===== src/design/scd_pkg.sv =====
// Constants for the slow clock and divider control block.
// Assumes byte addressing on a 32-bit AXI4-Lite bus.
package scd_pkg;

    ////////////////////////////////////////////////////////////////////////////////
    // Register byte addresses
    localparam logic [31:0] LOCK_TIME_ADDR  = 32'h4C000000;
    localparam logic [31:0] SLOW_CTRL_ADDR  = 32'h4C000010;
    localparam logic [31:0] BUS_RATIO_ADDR  = 32'h4C000014;
    localparam logic [31:0] CAM_DIV_ADDR    = 32'h4C000018;
    localparam logic [31:0] STATUS_ADDR     = 32'h4C00001C;

    // Reset values
    localparam logic [31:0] LOCK_TIME_RST   = 32'hFFFFFFFF;
    localparam logic [31:0] SLOW_CTRL_RST   = 32'h00000004;
    localparam logic [31:0] BUS_RATIO_RST   = 32'h00000000;
    localparam logic [31:0] CAM_DIV_RST     = 32'h00000000;

    // Writable bits; others read zero
    localparam logic [31:0] LOCK_TIME_MASK  = 32'hFFFFFFFF;
    localparam logic [31:0] SLOW_CTRL_MASK  = 32'h000000B7;
    localparam logic [31:0] BUS_RATIO_MASK  = 32'h0000000F;
    localparam logic [31:0] CAM_DIV_MASK    = 32'h0000131F;

    // Field positions
    localparam int USB_GATE_BIT    = 7;
    localparam int PLL_PD_BIT      = 5;
    localparam int SLOW_SEL_BIT    = 4;
    localparam int SLOW_DIVIDE_VALUE_LSB    = 0;
    localparam int USB_HALVE_BIT   = 3;
    localparam int SYS_RATIO_LSB   = 1;
    localparam int PERIPH_BIT      = 0;
    localparam int SCALE_BIT       = 12;
    localparam int QUARTER_BIT     = 9;
    localparam int THIRD_BIT       = 8;
    localparam int CAM_SEL_BIT     = 4;
    localparam int CAM_FACTOR_LSB  = 0;
    localparam int LOCK_CNT_LSB    = 16;

    // AXI responses
    localparam logic [1:0] RESP_OKAY   = 2'h0;
    localparam logic [1:0] RESP_SLVERR = 2'h2;

    typedef enum logic [1:0] {
        SCD_USB_OFF  = 2'h0,
        SCD_USB_LOCK = 2'h1,
        SCD_USB_RUN  = 2'h3
    } scd_usb_state_e;

endpackage


===== src/design/scd_clock_control.sv =====
// Slow clock and divider control: AXI4-Lite registers and clock-enable tree.
// Assumes every clock source arrives as a one-cycle aclk enable pulse,
// except clock_source_select, which is an asynchronous pin.
//
// Summary of operation
// - USB gate 0 runs PLL, 1 stops it
// - PLL power-down acts only in slow mode
// - Slow select picks input clock over PLL
// - Slow divide by twice value, zero passes
// - Input clock is crystal or external source
// - USB halve bit halves USB PLL clock
// - System bus ratio divides core clock
// - Quarter halve picks four or eight
// - Third halve picks three or six
// - Peripheral bus equals or halves system bus
// - Scaling runs CPU on system bus clock
// - Camera select bypasses or uses divider
// - Camera divides USB PLL by 2(f+1)
// - USB lock wait counts lock field cycles
//
// The AXI4-Lite interface to the registers is this design's own decision.
`timescale 1ns/1ns
`default_nettype none
module scd_clock_control
    import scd_pkg::*;
(
    input  wire logic        aclk,
    input  wire logic        aresetn,
    input  wire logic [31:0] s_axi_awaddr,
    input  wire logic [2:0]  s_axi_awprot,
    input  wire logic        s_axi_awvalid,
    output logic             s_axi_awready,
    input  wire logic [31:0] s_axi_wdata,
    input  wire logic [3:0]  s_axi_wstrb,
    input  wire logic        s_axi_wvalid,
    output logic             s_axi_wready,
    output logic [1:0]       s_axi_bresp,
    output logic             s_axi_bvalid,
    input  wire logic        s_axi_bready,
    input  wire logic [31:0] s_axi_araddr,
    input  wire logic [2:0]  s_axi_arprot,
    input  wire logic        s_axi_arvalid,
    output logic             s_axi_arready,
    output logic [31:0]      s_axi_rdata,
    output logic [1:0]       s_axi_rresp,
    output logic             s_axi_rvalid,
    input  wire logic        s_axi_rready,
    input  wire logic        main_pll_tick,
    input  wire logic        usb_pll_tick,
    input  wire logic        crystal_input_tick,
    input  wire logic        external_clock_input_tick,
    input  wire logic        clock_source_select,
    output logic             core_clock_en,
    output logic             cpu_core_clock_en,
    output logic             system_bus_clock_en,
    output logic             peripheral_bus_clock_en,
    output logic             usb_clock_en,
    output logic             camera_clock_en,
    output logic             main_pll_power_down,
    output logic             usb_pll_power_down
);

    ////////////////////////////////////////////////////////////////////////////////
    // Register bus

    logic [31:0] lock_reg, lock_next, slow_reg, slow_next;
    logic [31:0] bus_reg, bus_next, cam_reg, cam_next, status_word;
    logic        aw_have_reg, aw_have_next, w_have_reg, w_have_next;
    logic [31:0] aw_addr_reg, aw_addr_next, w_data_reg, w_data_next;
    logic [3:0]  w_strb_reg, w_strb_next;
    logic        awready_next, wready_next, arready_next;
    logic        bvalid_next, rvalid_next;
    logic [1:0]  bresp_next, rresp_next;
    logic [31:0] rdata_next;

    function automatic logic [31:0] merge(input logic [31:0] old, input logic [31:0] data,
                                          input logic [3:0] strb, input logic [31:0] mask);
        logic [31:0] m;
        m = {{8{strb[3]}}, {8{strb[2]}}, {8{strb[1]}}, {8{strb[0]}}} & mask;
        return (old & ~m) | (data & m);
    endfunction

    always_comb begin
        lock_next    = lock_reg;
        slow_next    = slow_reg;
        bus_next     = bus_reg;
        cam_next     = cam_reg;
        aw_have_next = aw_have_reg;
        aw_addr_next = aw_addr_reg;
        w_have_next  = w_have_reg;
        w_data_next  = w_data_reg;
        w_strb_next  = w_strb_reg;
        bvalid_next  = s_axi_bvalid;
        bresp_next   = s_axi_bresp;
        rvalid_next  = s_axi_rvalid;
        rresp_next   = s_axi_rresp;
        rdata_next   = s_axi_rdata;
        if (s_axi_bvalid && s_axi_bready) begin
            bvalid_next = 1'b0;
        end
        if (s_axi_awvalid && s_axi_awready) begin
            aw_have_next = 1'b1;
            aw_addr_next = s_axi_awaddr;
        end
        if (s_axi_wvalid && s_axi_wready) begin
            w_have_next = 1'b1;
            w_data_next = s_axi_wdata;
            w_strb_next = s_axi_wstrb;
        end
        // Write done only once both halves are held and the old answer has gone
        if (aw_have_reg && w_have_reg && !s_axi_bvalid) begin
            aw_have_next = 1'b0;
            w_have_next  = 1'b0;
            bvalid_next  = 1'b1;
            bresp_next   = RESP_OKAY;
            case (aw_addr_reg)
                LOCK_TIME_ADDR: lock_next = merge(lock_reg, w_data_reg, w_strb_reg,
                                                  LOCK_TIME_MASK);
                SLOW_CTRL_ADDR: slow_next = merge(slow_reg, w_data_reg, w_strb_reg,
                                                  SLOW_CTRL_MASK);
                BUS_RATIO_ADDR: bus_next = merge(bus_reg, w_data_reg, w_strb_reg,
                                                 BUS_RATIO_MASK);
                CAM_DIV_ADDR:   cam_next = merge(cam_reg, w_data_reg, w_strb_reg,
                                                 CAM_DIV_MASK);
                STATUS_ADDR:    bresp_next = RESP_OKAY;
                default:        bresp_next = RESP_SLVERR;
            endcase
        end
        if (s_axi_rvalid && s_axi_rready) begin
            rvalid_next = 1'b0;
        end
        if (s_axi_arvalid && s_axi_arready) begin
            rvalid_next = 1'b1;
            rresp_next  = RESP_OKAY;
            case (s_axi_araddr)
                LOCK_TIME_ADDR: rdata_next = lock_reg;
                SLOW_CTRL_ADDR: rdata_next = slow_reg;
                BUS_RATIO_ADDR: rdata_next = bus_reg;
                CAM_DIV_ADDR:   rdata_next = cam_reg;
                STATUS_ADDR:    rdata_next = status_word;
                default: begin
                    rdata_next = 32'h00000000;
                    rresp_next = RESP_SLVERR;
                end
            endcase
        end
        awready_next = !aw_have_next && !bvalid_next;
        wready_next  = !w_have_next && !bvalid_next;
        arready_next = !rvalid_next;
    end

    always_ff @(posedge aclk) begin
        if (!aresetn) begin
            lock_reg      <= LOCK_TIME_RST;
            slow_reg      <= SLOW_CTRL_RST;
            bus_reg       <= BUS_RATIO_RST;
            cam_reg       <= CAM_DIV_RST;
            aw_have_reg   <= 1'b0;
            aw_addr_reg   <= 32'h00000000;
            w_have_reg    <= 1'b0;
            w_data_reg    <= 32'h00000000;
            w_strb_reg    <= 4'h0;
            s_axi_awready <= 1'b0;
            s_axi_wready  <= 1'b0;
            s_axi_arready <= 1'b0;
            s_axi_bvalid  <= 1'b0;
            s_axi_bresp   <= RESP_OKAY;
            s_axi_rvalid  <= 1'b0;
            s_axi_rresp   <= RESP_OKAY;
            s_axi_rdata   <= 32'h00000000;
        end else begin
            lock_reg      <= lock_next;
            slow_reg      <= slow_next;
            bus_reg       <= bus_next;
            cam_reg       <= cam_next;
            aw_have_reg   <= aw_have_next;
            aw_addr_reg   <= aw_addr_next;
            w_have_reg    <= w_have_next;
            w_data_reg    <= w_data_next;
            w_strb_reg    <= w_strb_next;
            s_axi_awready <= awready_next;
            s_axi_wready  <= wready_next;
            s_axi_arready <= arready_next;
            s_axi_bvalid  <= bvalid_next;
            s_axi_bresp   <= bresp_next;
            s_axi_rvalid  <= rvalid_next;
            s_axi_rresp   <= rresp_next;
            s_axi_rdata   <= rdata_next;
        end
    end

    ////////////////////////////////////////////////////////////////////////////////
    // Clock source pin and USB PLL lock wait

    logic           src_s1_reg, src_s2_reg, src_s3_reg, src_ext_reg, src_ext_next;
    scd_usb_state_e usb_state_reg, usb_state_next;
    logic [15:0]    lock_cnt_reg, lock_cnt_next;
    logic           slow_in_tick, usb_run;

    assign slow_in_tick = src_ext_reg ? external_clock_input_tick : crystal_input_tick;
    assign usb_run      = (usb_state_reg == SCD_USB_RUN);

    always_comb begin
        src_ext_next   = src_ext_reg;
        usb_state_next = usb_state_reg;
        lock_cnt_next  = lock_cnt_reg;
        // Pin change counts only once two later stages agree
        if (src_s2_reg == src_s3_reg) begin
            src_ext_next = src_s3_reg;
        end
        case (usb_state_reg)
            SCD_USB_OFF: begin
                if (!slow_reg[USB_GATE_BIT]) begin
                    usb_state_next = SCD_USB_LOCK;
                    lock_cnt_next  = lock_reg[LOCK_CNT_LSB +: 16];
                end
            end
            SCD_USB_LOCK: begin
                if (slow_reg[USB_GATE_BIT]) begin
                    usb_state_next = SCD_USB_OFF;
                end else if (lock_cnt_reg == 16'h0000) begin
                    usb_state_next = SCD_USB_RUN;
                end else if (slow_in_tick) begin
                    lock_cnt_next = lock_cnt_reg - 16'h0001;
                end
            end
            SCD_USB_RUN: begin
                if (slow_reg[USB_GATE_BIT]) begin
                    usb_state_next = SCD_USB_OFF;
                end
            end
            default: usb_state_next = SCD_USB_OFF;
        endcase
    end

    always_ff @(posedge aclk) begin
        if (!aresetn) begin
            src_s1_reg    <= 1'b0;
            src_s2_reg    <= 1'b0;
            src_s3_reg    <= 1'b0;
            src_ext_reg   <= 1'b0;
            usb_state_reg <= SCD_USB_OFF;
            lock_cnt_reg  <= 16'h0000;
        end else begin
            src_s1_reg    <= clock_source_select;
            src_s2_reg    <= src_s1_reg;
            src_s3_reg    <= src_s2_reg;
            src_ext_reg   <= src_ext_next;
            usb_state_reg <= usb_state_next;
            lock_cnt_reg  <= lock_cnt_next;
        end
    end

    ////////////////////////////////////////////////////////////////////////////////
    // Clock enable tree

    logic [2:0] slow_divide_value;
    logic [3:0] slow_div_m1, sys_div_m1;
    logic [4:0] cam_div_m1;
    logic       slow_tick, cam_div_tick, usb_src, main_pll_ok;
    logic       core_slow_reg, core_slow_next, dvs_reg, dvs_next, cam_sel_reg, cam_sel_next;
    logic       core_next, cpu_next, cam_next_en, mpd_next;

    assign slow_divide_value    = slow_reg[SLOW_DIVIDE_VALUE_LSB +: 3];
    assign slow_div_m1 = (slow_divide_value == 3'h0) ? 4'h0 : ({slow_divide_value, 1'b0} - 4'h1);
    assign cam_div_m1  = {cam_reg[CAM_FACTOR_LSB +: 4], 1'b1};
    assign usb_src     = usb_pll_tick && usb_run;
    assign main_pll_ok     = main_pll_tick && !main_pll_power_down;

    always_comb begin
        case (bus_reg[SYS_RATIO_LSB +: 2])
            2'h0:    sys_div_m1 = 4'h0;
            2'h1:    sys_div_m1 = 4'h1;
            2'h2:    sys_div_m1 = cam_reg[QUARTER_BIT] ? 4'h7 : 4'h3;
            2'h3:    sys_div_m1 = cam_reg[THIRD_BIT] ? 4'h5 : 4'h2;
            default: sys_div_m1 = 4'h0;
        endcase
    end

    // Selectors move on a tick of the source in use, ending its period; the camera selector also moves while USB is not running
    always_comb begin
        core_slow_next = core_slow_reg;
        dvs_next       = dvs_reg;
        cam_sel_next   = cam_sel_reg;
        core_next      = core_slow_reg ? slow_tick : main_pll_ok;
        if (core_next) begin
            core_slow_next = slow_reg[SLOW_SEL_BIT];
        end
        cpu_next = dvs_reg ? system_bus_clock_en : core_clock_en;
        if (cpu_next) begin
            dvs_next = cam_reg[SCALE_BIT];
        end
        cam_next_en = cam_sel_reg ? cam_div_tick : usb_src;
        if (cam_next_en || !usb_run) begin
            cam_sel_next = cam_reg[CAM_SEL_BIT];
        end
        // Hold PLL until core has moved to slow source, else core selector stalls
        mpd_next = slow_reg[PLL_PD_BIT] && slow_reg[SLOW_SEL_BIT] && core_slow_reg;
    end

    always_ff @(posedge aclk) begin
        if (!aresetn) begin
            core_slow_reg       <= 1'b0;
            dvs_reg             <= 1'b0;
            cam_sel_reg         <= 1'b0;
            core_clock_en       <= 1'b0;
            cpu_core_clock_en   <= 1'b0;
            camera_clock_en     <= 1'b0;
            main_pll_power_down <= 1'b0;
            usb_pll_power_down  <= 1'b1;
        end else begin
            core_slow_reg       <= core_slow_next;
            dvs_reg             <= dvs_next;
            cam_sel_reg         <= cam_sel_next;
            core_clock_en       <= core_next;
            cpu_core_clock_en   <= cpu_next;
            camera_clock_en     <= cam_next_en;
            main_pll_power_down <= mpd_next;
            usb_pll_power_down  <= (usb_state_next == SCD_USB_OFF);
        end
    end

    assign status_word = {27'h0000000, dvs_reg, src_ext_reg, main_pll_power_down,
                          core_slow_reg, usb_run};

    scd_tick_divider #(.W(4)) u_slow_div (.aclk(aclk), .aresetn(aresetn),
        .tick_in(slow_in_tick), .div_minus1(slow_div_m1), .tick_out(slow_tick));
    scd_tick_divider #(.W(4)) u_sys_div (.aclk(aclk), .aresetn(aresetn),
        .tick_in(core_clock_en), .div_minus1(sys_div_m1), .tick_out(system_bus_clock_en));
    scd_tick_divider #(.W(1)) u_periph_div (.aclk(aclk), .aresetn(aresetn),
        .tick_in(system_bus_clock_en), .div_minus1(bus_reg[PERIPH_BIT]),
        .tick_out(peripheral_bus_clock_en));
    scd_tick_divider #(.W(1)) u_usb_div (.aclk(aclk), .aresetn(aresetn),
        .tick_in(usb_src), .div_minus1(bus_reg[USB_HALVE_BIT]), .tick_out(usb_clock_en));
    scd_tick_divider #(.W(5)) u_cam_div (.aclk(aclk), .aresetn(aresetn),
        .tick_in(usb_src), .div_minus1(cam_div_m1), .tick_out(cam_div_tick));
endmodule
`default_nettype wire


===== src/design/scd_tick_divider.sv =====
// Tick divider: one output pulse per (div_minus1 + 1) input pulses.
// Assumes tick_in is a one-cycle enable pulse on aclk.
`timescale 1ns/1ns
`default_nettype none
module scd_tick_divider #(
    parameter int W = 4
) (
    input  wire logic         aclk,
    input  wire logic         aresetn,
    input  wire logic         tick_in,
    input  wire logic [W-1:0] div_minus1,
    output logic              tick_out
);

    logic [W-1:0] cnt_reg;
    logic [W-1:0] cnt_next;
    logic [W-1:0] div_reg;
    logic [W-1:0] div_next;
    logic         out_next;

    // New ratio only taken at a period end, so no short period appears
    always_comb begin
        cnt_next = cnt_reg;
        div_next = div_reg;
        out_next = 1'b0;
        if (tick_in) begin
            if (cnt_reg >= div_reg) begin
                cnt_next = '0;
                div_next = div_minus1;
                out_next = 1'b1;
            end else begin
                cnt_next = cnt_reg + 1'b1;
            end
        end
    end

    always_ff @(posedge aclk) begin
        if (!aresetn) begin
            cnt_reg  <= '0;
            div_reg  <= '0;
            tick_out <= 1'b0;
        end else begin
            cnt_reg  <= cnt_next;
            div_reg  <= div_next;
            tick_out <= out_next;
        end
    end
endmodule
`default_nettype wire


===== config.mk =====
export PLATFORM = sky130hd
export DESIGN_NAME = scd_clock_control
export DESIGN_NICKNAME = d
export VERILOG_FILES = /design/src/design/scd_pkg.sv /design/src/design/scd_clock_control.sv /design/src/design/scd_tick_divider.sv
export SDC_FILE = /design/constraint.sdc
export NUM_CORES = 1
export LEC_CHECK = 0
export CAP_MARGIN = 0
export CELL_PAD_IN_SITES_DETAIL_PLACEMENT = 0
export CELL_PAD_IN_SITES_GLOBAL_PLACEMENT = 2
export CORE_ASPECT_RATIO = 0.75
export CORE_MARGIN = 5
export CORE_UTILIZATION = 35
export DETAILED_ROUTE_END_ITERATION = 16
export DONT_BUFFER_PORTS = 1
export GPL_TIMING_DRIVEN = 0
export PLACE_DENSITY = 0.72
export SYNTH_ARGS = -nofsm -noshare
export SYNTH_HDL_FRONTEND = slang
export SYNTH_SLANG_ARGS = --single-unit
export TNS_END_PERCENT = 20

===== constraint.sdc =====
create_clock -name aclk -period 2.8 [get_ports aclk]
set_clock_uncertainty 0.05 [all_clocks]
set_input_delay 0.56 -clock aclk [delete_from_list [all_inputs] [get_ports aclk]]
set_output_delay 0.56 -clock aclk [all_outputs]
set_load 0.02 [all_outputs]

==> impl_metrics.ini, run 1 <==
[status]
status = finished, final reports clean

[global_routing]
grt_overflow_total = 0
grt_pass1_wl_mm = 42.5
grt_use_total_pct = 18.6
antenna_found_initial = 1
first_global_vias = 6940
grt_max_degree = 14

[critical_path]
crit_chain = nor4bb_1 > nand4_1 > nor3_2 > nand4b_1 > clkbuf_1 > mux2i_1 > nand2_1
worstSetupStartpointType = flop
critical_path_required_ns = 3.14
endpoint_kind = flop
cp_data_arrival_time_ns = 2.88
cp_top_family = simple AND/OR/NAND/NOR gates
cp_max_fo = 8
slowest_stage = nor4bb_1
cpPeakStageDelay_ns = 0.51
crit_type = reg2reg
worst-path-buf-inv = 1

[layout]
diodes = 0
instances_no_fill = 1450
fillCellCount = 2621
nNetsFinal = 1232
syn_to_final_growth_pct = 14.1
layout-drive-gt1-share_pct = 5.85
finish.utilization_pct = 40.9

[clock_network]
numCtsBuffers = 25
cts-root-buf = clkbuf_16
cts_tree = yes
cts_hold_buf = 0
cts.sinks = 223
path_clk_slew_ns = 0.06
clk_path_buf_depth = 3
cts_max_level = 1
clock_latency_ns = 0.52

[die]
pin_count = 167
die_h_um = 149
start_util_pct = 35.8
die_w_um = 195
rows = 50
die_area_mm2 = 0.0291
core_area_mm2 = 0.0251

[sta]
slew_headroom_pct = 36.7
worst_pin_slew_ns = 0.923
finalHoldViolCount = 0
timing.final.crit_share_pct = 90.6
fmaxAchievable_mhz = 394
rsz0062_at_grt = no
drv_slew = 0
finalCriticalPeriod_ns = 2.54
totalNegativeSetupSlack_ns = 0
setup_viol = 0

[drt]
detail-route-antenna-nets = 0
post_drt_wl_per_cell_um = 19.2
num_vias = 7423
drtIter0Drc = 385
drc = 0
via_per_inst = 5.12
drtPass1Iterations = 5
wl_mm = 27.9

[yosys]
yosysWarnings = 0
synth_edf_count = 0
ys_ff_latch = 223
synth_ff_type = dfxtp_1
synth_area_mm2 = 0.00900
syn_avg_cell_area_um2 = 8.44
async_reset_ff_share_pct = 0
synth_cell_types = 61
ys_seq_area_share_pct = 49.6
syn-instance-count = 1067

[pwr]
ir_drop_v = 0.000352
switching_share_pct = 24.4
p_sw_w = 0.00176
p_int_w = 0.00545
comb_power_share_pct = 6.8
powerDensity_mw_per_mm2 = 702
power_w = 0.00722
clkPwrFrac_pct = 46.5
leakage_nw = 3.92
p_seq_share_pct = 46.7

[hold_path]
min_path_type = in2reg

[place]
gp_congestion = 0.804
numPortBuffers = 0
dp_cells = 1406
hpwl_mm = 20.8

[flow_run]
maxCapViolations = 0
cells in the final DEF (no fill, tap or decap), types with 11 or more instances in the layout:
master	count
nand2_1	231
nor3_1	16
a22oi_1	33
mux2i_1	51
clkbuf_16	25
inv_1	27
ha_1	18
a21oi_1	113
and2_1	12
dfxtp_1	223
clkbuf_1	54
o21ai_0	54
nand3_1	26
nor2_1	85
nor4_1	11
final timing paths:
path / startpoint / end / slack (ns) / depth (start not counted)
worst max-delay path: aw_addr_reg[30]$_SDFFE_PN0P_ / flop / 0.26 / 7
worst min register to register: src_s1_reg$_SDFF_PN0_ / src_s2_reg$_SDFF_PN0_ / 0.39 / 1
worst min-delay path: s_axi_awaddr[20] / aw_addr_reg[20]$_SDFFE_PN0P_ / 0.12 / 2
worst max register to register: aw_addr_reg[30]$_SDFFE_PN0P_ / flop / 0.26 / 7
cell usage after synthesis, drive strengths merged (2+ instances only):
master | n | area [µm²]
nand2b | 9 | 56.3
nor3b | 2 | 15.0
o21ai | 57 | 293
mux2 | 4 | 45.0
o31ai | 3 | 22.5
xor2 | 5 | 43.8
nand4 | 9 | 56.3
o21a | 2 | 15.0
nand4b | 3 | 26.3
nor3 | 17 | 90.1
nand2 | 231 | 867
buf | 12 | 68.8
and2 | 12 | 75.1
a22oi | 33 | 248
xnor2 | 2 | 17.5
clkbuf | 51 | 191
ha | 18 | 225
nor4 | 12 | 81.3
a41oi | 2 | 17.5
or4 | 4 | 33.8
and4b | 2 | 20.0
o211ai | 2 | 15.0
a221oi | 4 | 35.0
nand3b | 3 | 22.5
nand3 | 27 | 140
nor4bb | 2 | 20.0
and3 | 6 | 37.5
dfxtp | 223 | 4460
a21oi | 114 | 574
nor2b | 2 | 12.5
or2 | 3 | 18.8
nor4b | 3 | 32.5
a21o | 6 | 45.0
a31oi | 4 | 25.0
a211oi | 3 | 22.5
nor2 | 85 | 319
inv | 27 | 101
mux2i | 51 | 510
cell type report:
type / instances / area (µm²) / share of cell area, %
timing repair buffer: 1 / 7.51 / 0.0730
tap: 338 / 423 / 4.11
buffer: 63 / 260 / 2.53
clock buffer: 32 / 692 / 6.73
clock inverter: 11 / 143 / 1.39
sequential: 223 / 4460 / 43.4
multi-input combinational: 755 / 4190 / 40.7
inverter: 27 / 101 / 0.986
timing repair:
| item | 4_1_cts | 5_1_grt |
|---|---|---|
| setup endpoints to repair | 0 | 2 |
| gates resized for setup | 0 | 1 |
| setup buffers | 0 | 1 |
power groups by stage:
stage	sequential (W)	clock, W	combinational (W)
6_report	0.00337	0.00335	0.000490
5_1_grt	0.00338	0.00358	0.000554
4_1_cts	0.00337	0.00345	0.000497
3_5_place_dp	0.00344	0	0.000496
3_3_place_gp	0.00344	0	0.000497
2_1_floorplan	0.00341	0	0.000352
metal layers:
layer	GRT usage, %	routed length, µm	up-vias
met4	2.76	388	0
li1	-	-	3744
met3	4.70	1930	31
met5	0	0	-
met2	26.6	11200	207
met1	28.7	14300	3441
logic make-up after synthesis:
| logic type | Yosys count | share of synthesized area, % |
|---|---|---|
| simple gates | 436 | 21.8 |
| compound gates | 237 | 15.2 |
| flops | 223 | 49.6 |
| buf+inv | 90 | 4.02 |
| mux | 55 | 6.17 |
| fa+ha+maj | 18 | 2.50 |
| xor+xnor | 7 | 0.681 |
| other cells | 1 | 0.0416 |
through the flow:
step                hold WS, ns  worst slack [ns]  area [µm²]
floorplan                 0.362             0.777        9010
global placement          0.392             0.194        9430
CTS                      0.0946             0.211       10300
detailed placement        0.387             0.155        9430
finish                    0.118             0.262       10300
global route             0.0978            0.0174       10300
(Power assumes the default switching activity.)
==> inputs of run 2 (changes only) <==
ABC_CLOCK_PERIOD_IN_PS = 3020   (was unset)
CORE_ASPECT_RATIO = 0.6   (was 0.75)
clock period = 3.02 ns   (was 2.8 ns; I/O delays follow)
==> run 2 against run 1 <==
Effect of this change:
- clock power down 15%
- register-to-register slack gained 0.04 ns
- worst setup slack improved by 0.035 ns
- critical path type unchanged
- largest power group unchanged
==> impl_metrics.ini, run 2 (same netlist as run 1, synthesis figures left out) <==
[pwr]
comb_power_share_pct = 7.2
ir_drop_v = 0.000356
p_sw_w = 0.00164
powerDensity_mw_per_mm2 = 634
p_int_w = 0.00481
clkPwrFrac_pct = 44.3
p_seq_share_pct = 48.5
power_w = 0.00645
leakage_nw = 3.87
switching_share_pct = 25.4

[critical_path]
timing.rr.start = aw_addr_reg[30]$_SDFFE_PN0P_
cp-startpoint = aw_addr_reg[30]$_SDFFE_PN0P_
worstSetupStartpointType = flop
critical_path_required_ns = 3.37
cp_max_fo = 10
crit_type = reg2reg
endpoint_kind = flop
cp_data_arrival_time_ns = 3.07

[sta]
timing.final.crit_share_pct = 90.2
drv_slew = 0
setup_viol = 0
totalNegativeSetupSlack_ns = 0
finalHoldViolCount = 0
worst_pin_slew_ns = 0.977
rsz0062_at_grt = no
finalCriticalPeriod_ns = 2.72
slew_headroom_pct = 34.9
fmaxAchievable_mhz = 367

[place]
gp_congestion = 0.834
numPortBuffers = 0
hpwl_mm = 21.4

[layout]
layout_common_cells = 231 x nand2_1, 223 x dfxtp_1, 113 x a21oi_1
nNetsFinal = 1229
layout-drive-gt1-share_pct = 5.32
fillCellCount = 2629
layout_commonest_cell = nand2_1
syn_to_final_growth_pct = 12.9
diodes = 0

[die]
pin_count = 167
rows = 45
die_area_mm2 = 0.0291
die_w_um = 217
start_util_pct = 35.5
die_h_um = 134
core_area_mm2 = 0.0253

[status]
status = finished, final reports clean

[flow_run]
maxCapViolations = 0

[drt]
wl_mm = 28.7
detail-route-antenna-nets = 0
drtPass1Iterations = 5
post_drt_wl_per_cell_um = 19.9
drc = 0
num_vias = 7346
drtIter0Drc = 540
via_per_inst = 5.11

[hold_path]
min_path_type = in2reg
holdCritStartpoint = s_axi_wdata[9]

[global_routing]
grt_max_degree = 14
grt_pass1_wl_mm = 43.3
grt_overflow_total = 0
grt_use_total_pct = 19.2
first_global_vias = 7054
antenna_found_initial = 1

[clock_network]
numCtsBuffers = 23
cts_tree = yes
path_clk_slew_ns = 0.07
cts-root-buf = clkbuf_16
cts_repair_resize_count = 0
clock_latency_ns = 0.54
cts_hold_buf = 0
cts_max_level = 1
cts.sinks = 223
clk_path_buf_depth = 3
cts_setup_buffers = 0
-- run 2: cell types whose count changed in the layout (fill, tap and decap cells not counted), sizes merged --
cell / previous run / this run
clkinv: 5 / 6
bufinv: 3 / 1
clkinvlp: 2 / 0
clkbuf: 83 / 84
buf: 13 / 12
-- run 2: layout make-up --
type	instances	area [µm²]	share of cell area, %
Buffer	63	260	2.56
Clock buffer	33	663	6.53
Clock inverter	8	80.1	0.788
Inverter	27	101	0.997
Multi-Input combinational cell	755	4180	41.1
Sequential cell	223	4460	43.9
Tap cell	329	412	4.05
-- run 2: worst max-delay path: stages, from the launching register on --
cell and delay, ns:
dfxtp_1 0.33, nor4bb_1 0.57, nand4_1 0.30, nor3_2 0.46
nand4_1 0.54, nand3_1 0.24, o21ai_0 0.10
-- run 2: routing by layer --
layer	part of all wire (%)	global-route usage [%]	up-vias
met3	7.8	6.47	29
met4	1.3	2.88	2
met1	52	29.6	3407
met2	38	26.0	176
li1	-	-	3732
met5	0.070	0	-
-- run 2: power groups by stage --
stage / Combinational [W] / Clock (W) / Sequential (W)
floorplan: 0.000326 / 0 / 0.00316
global placement: 0.000463 / 0 / 0.00319
detailed placement: 0.000464 / 0 / 0.00319
CTS: 0.000466 / 0.00293 / 0.00312
global route: 0.000523 / 0.00305 / 0.00314
finish: 0.000464 / 0.00286 / 0.00313
-- run 2: through the flow --
| step | std cells | cell area (µm²) | hold WS, ns | utilization, % | worst slack (ns) |
|---|---|---|---|---|---|
| after floorplan | 1068 | 9010 | 0.362 | - | 0.953 |
| after global placement | 1397 | 9420 | 0.365 | 37.2 | 0.242 |
| after detailed placement | 1397 | 9420 | 0.373 | 37.2 | 0.212 |
| after CTS | 1438 | 10200 | 0.120 | 40.1 | 0.400 |
| after global routing | 1438 | 10200 | 0.133 | 40.1 | 0.0747 |
| final | 1438 | 10200 | 0.140 | 40.1 | 0.297 |
-- run 2: worst paths after layout --
kind / end / cells after the start / slack, ns
worst max-delay path: flop / 6 / 0.30
worst min-delay path: w_data_reg[9]$_SDFFE_PN0P_ / 2 / 0.14
worst max register to register: flop / 6 / 0.30
worst min register to register: src_s2_reg$_SDFF_PN0_ / 1 / 0.39
==> inputs of run 3 (changes only) <==
PLACE_DENSITY = 0.86   (was 0.72)
==> run 3 against run 2 <==
Effect of this change:
- register-to-register slack better by 0.12 ns
- via count grew 3.0%
- non-clock buffer count stayed put
- clock power is 4% lower
- first-iteration DRC count fell by 7.0%
- final area decreased by 0.18%
- fmax increased by 4.5%
==> impl_metrics.ini, run 3 (same netlist as run 1, synthesis figures left out) <==
[layout]
syn_to_final_growth_pct = 12.7
fin_area_mm2 = 0.0101
layout_common_cells = 231 x nand2_1, 223 x dfxtp_1, 113 x a21oi_1
nNetsFinal = 1229
layout_commonest_cell = nand2_1
layout-drive-gt1-share_pct = 5.41
finish.utilization_pct = 40.0

[die]
die_w_um = 217
core_area_mm2 = 0.0253
die_area_mm2 = 0.0291
pin_count = 167
rows = 45
start_util_pct = 35.5
die_h_um = 134

[clock_network]
cts_repair_resize_count = 0
numCtsBuffers = 23
cts_hold_buf = 0
cts_max_level = 1
cts_setup_buffers = 0
clock_latency_ns = 0.52
path_clk_slew_ns = 0.07
clk_path_buf_depth = 3
cts.sinks = 223
cts-root-buf = clkbuf_16
cts_tree = yes

[pwr]
switching_share_pct = 25.4
ir_drop_v = 0.000295
p_seq_share_pct = 49.3
comb_power_share_pct = 7.2
clkPwrFrac_pct = 43.4
p_int_w = 0.00472
p_sw_w = 0.00161
powerDensity_mw_per_mm2 = 624
leakage_nw = 3.86

[sta]
rsz0062_at_grt = no
fmaxAchievable_mhz = 384
drv_slew = 0
finalHoldViolCount = 0
timing.final.crit_share_pct = 86.2
worst_pin_slew_ns = 0.999
setup_viol = 0
slew_headroom_pct = 33.4
finalCriticalPeriod_ns = 2.60
totalNegativeSetupSlack_ns = 0

[status]
status = finished, final reports clean

[global_routing]
first_global_vias = 7106
grt_overflow_total = 0
grt_max_degree = 15
antenna_found_initial = 2
grt_use_total_pct = 18.6
grt_pass1_wl_mm = 42.6

[critical_path]
critical_path_required_ns = 3.34
crit_type = reg2reg
worstSetupStartpointType = flop
slowest_stage = nor4bb_1
cpPeakStageDelay_ns = 0.52
cp_data_arrival_time_ns = 2.92
cp_max_fo = 10
endpoint_kind = flop
crit_chain = nor4bb_1 > nand4_1 > nor3_2 > nand4_1 > nand3_1 > o21ai_0
cpMostUsedCell = nand4_1

[place]
numPortBuffers = 0
gp_congestion = 0.852
placedInstanceArea_mm2 = 0.00942
hpwl_mm = 21.0

[drt]
via_per_inst = 5.26
drtIter0Drc = 502
num_vias = 7563
drtPass1Iterations = 5
detail-route-antenna-nets = 0
wl_mm = 27.7
drc = 0
post_drt_wl_per_cell_um = 19.2

[flow_run]
maxCapViolations = 0

[hold_path]
min_path_type = in2reg
## run 3: routing by layer
layer  up-vias  share of wire, %  track usage, %
met5         -             0.072               0
met4         2               1.6            2.77
met3        37               9.3            5.98
met2       239                40            26.0
met1      3543                49            28.3
li1       3742                 -               -
## run 3: stage by stage
stage          setup WS (ns)  cells  hold WS [ns]  power (W)
6_report               0.415   1439         0.162    0.00633
5_1_grt                0.154   1439         0.146    0.00660
4_1_cts                0.477   1438         0.140    0.00640
3_5_place_dp           0.205   1397         0.378    0.00364
3_3_place_gp           0.238   1397         0.380    0.00364
2_1_floorplan          0.953   1068         0.362    0.00349
## run 3: final timing paths
kind | slack (ns) | from | cells past startpoint | endpoint
worst max-delay path | 0.42 | aw_addr_reg[30]$_SDFFE_PN0P_ | 6 | flop
worst min-delay path | 0.16 | s_axi_awaddr[25] | 2 | aw_addr_reg[25]$_SDFFE_PN0P_
worst max register to register | 0.42 | aw_addr_reg[30]$_SDFFE_PN0P_ | 6 | flop
worst min register to register | 0.39 | src_s1_reg$_SDFF_PN0_ | 1 | src_s2_reg$_SDFF_PN0_
## run 3: layout make-up
class | instances | area, µm²
Buffer | 63 | 260
Antenna cell | 1 | 2.50
Fill cell | 2672 | 15200
Inverter | 27 | 101
Multi-Input combinational cell | 755 | 4180
Clock inverter | 9 | 62.6
Clock buffer | 32 | 659
Tap cell | 329 | 412
Sequential cell | 223 | 4460
## run 3: worst max-delay path: cells and delay by family, from the launching register on
family	cells	cell delay [ns]
simple gates	5	1.97
flops	1	0.32
compound gates	1	0.12
## run 3: power by group through the flow
stage                     Sequential [W]  Clock, W  Combinational [W]
after floorplan                  0.00316         0           0.000326
after global placement           0.00319         0           0.000452
after detailed placement         0.00319         0           0.000456
after CTS                        0.00312   0.00282           0.000459
after global routing             0.00314   0.00295           0.000518
final                            0.00312   0.00275           0.000459
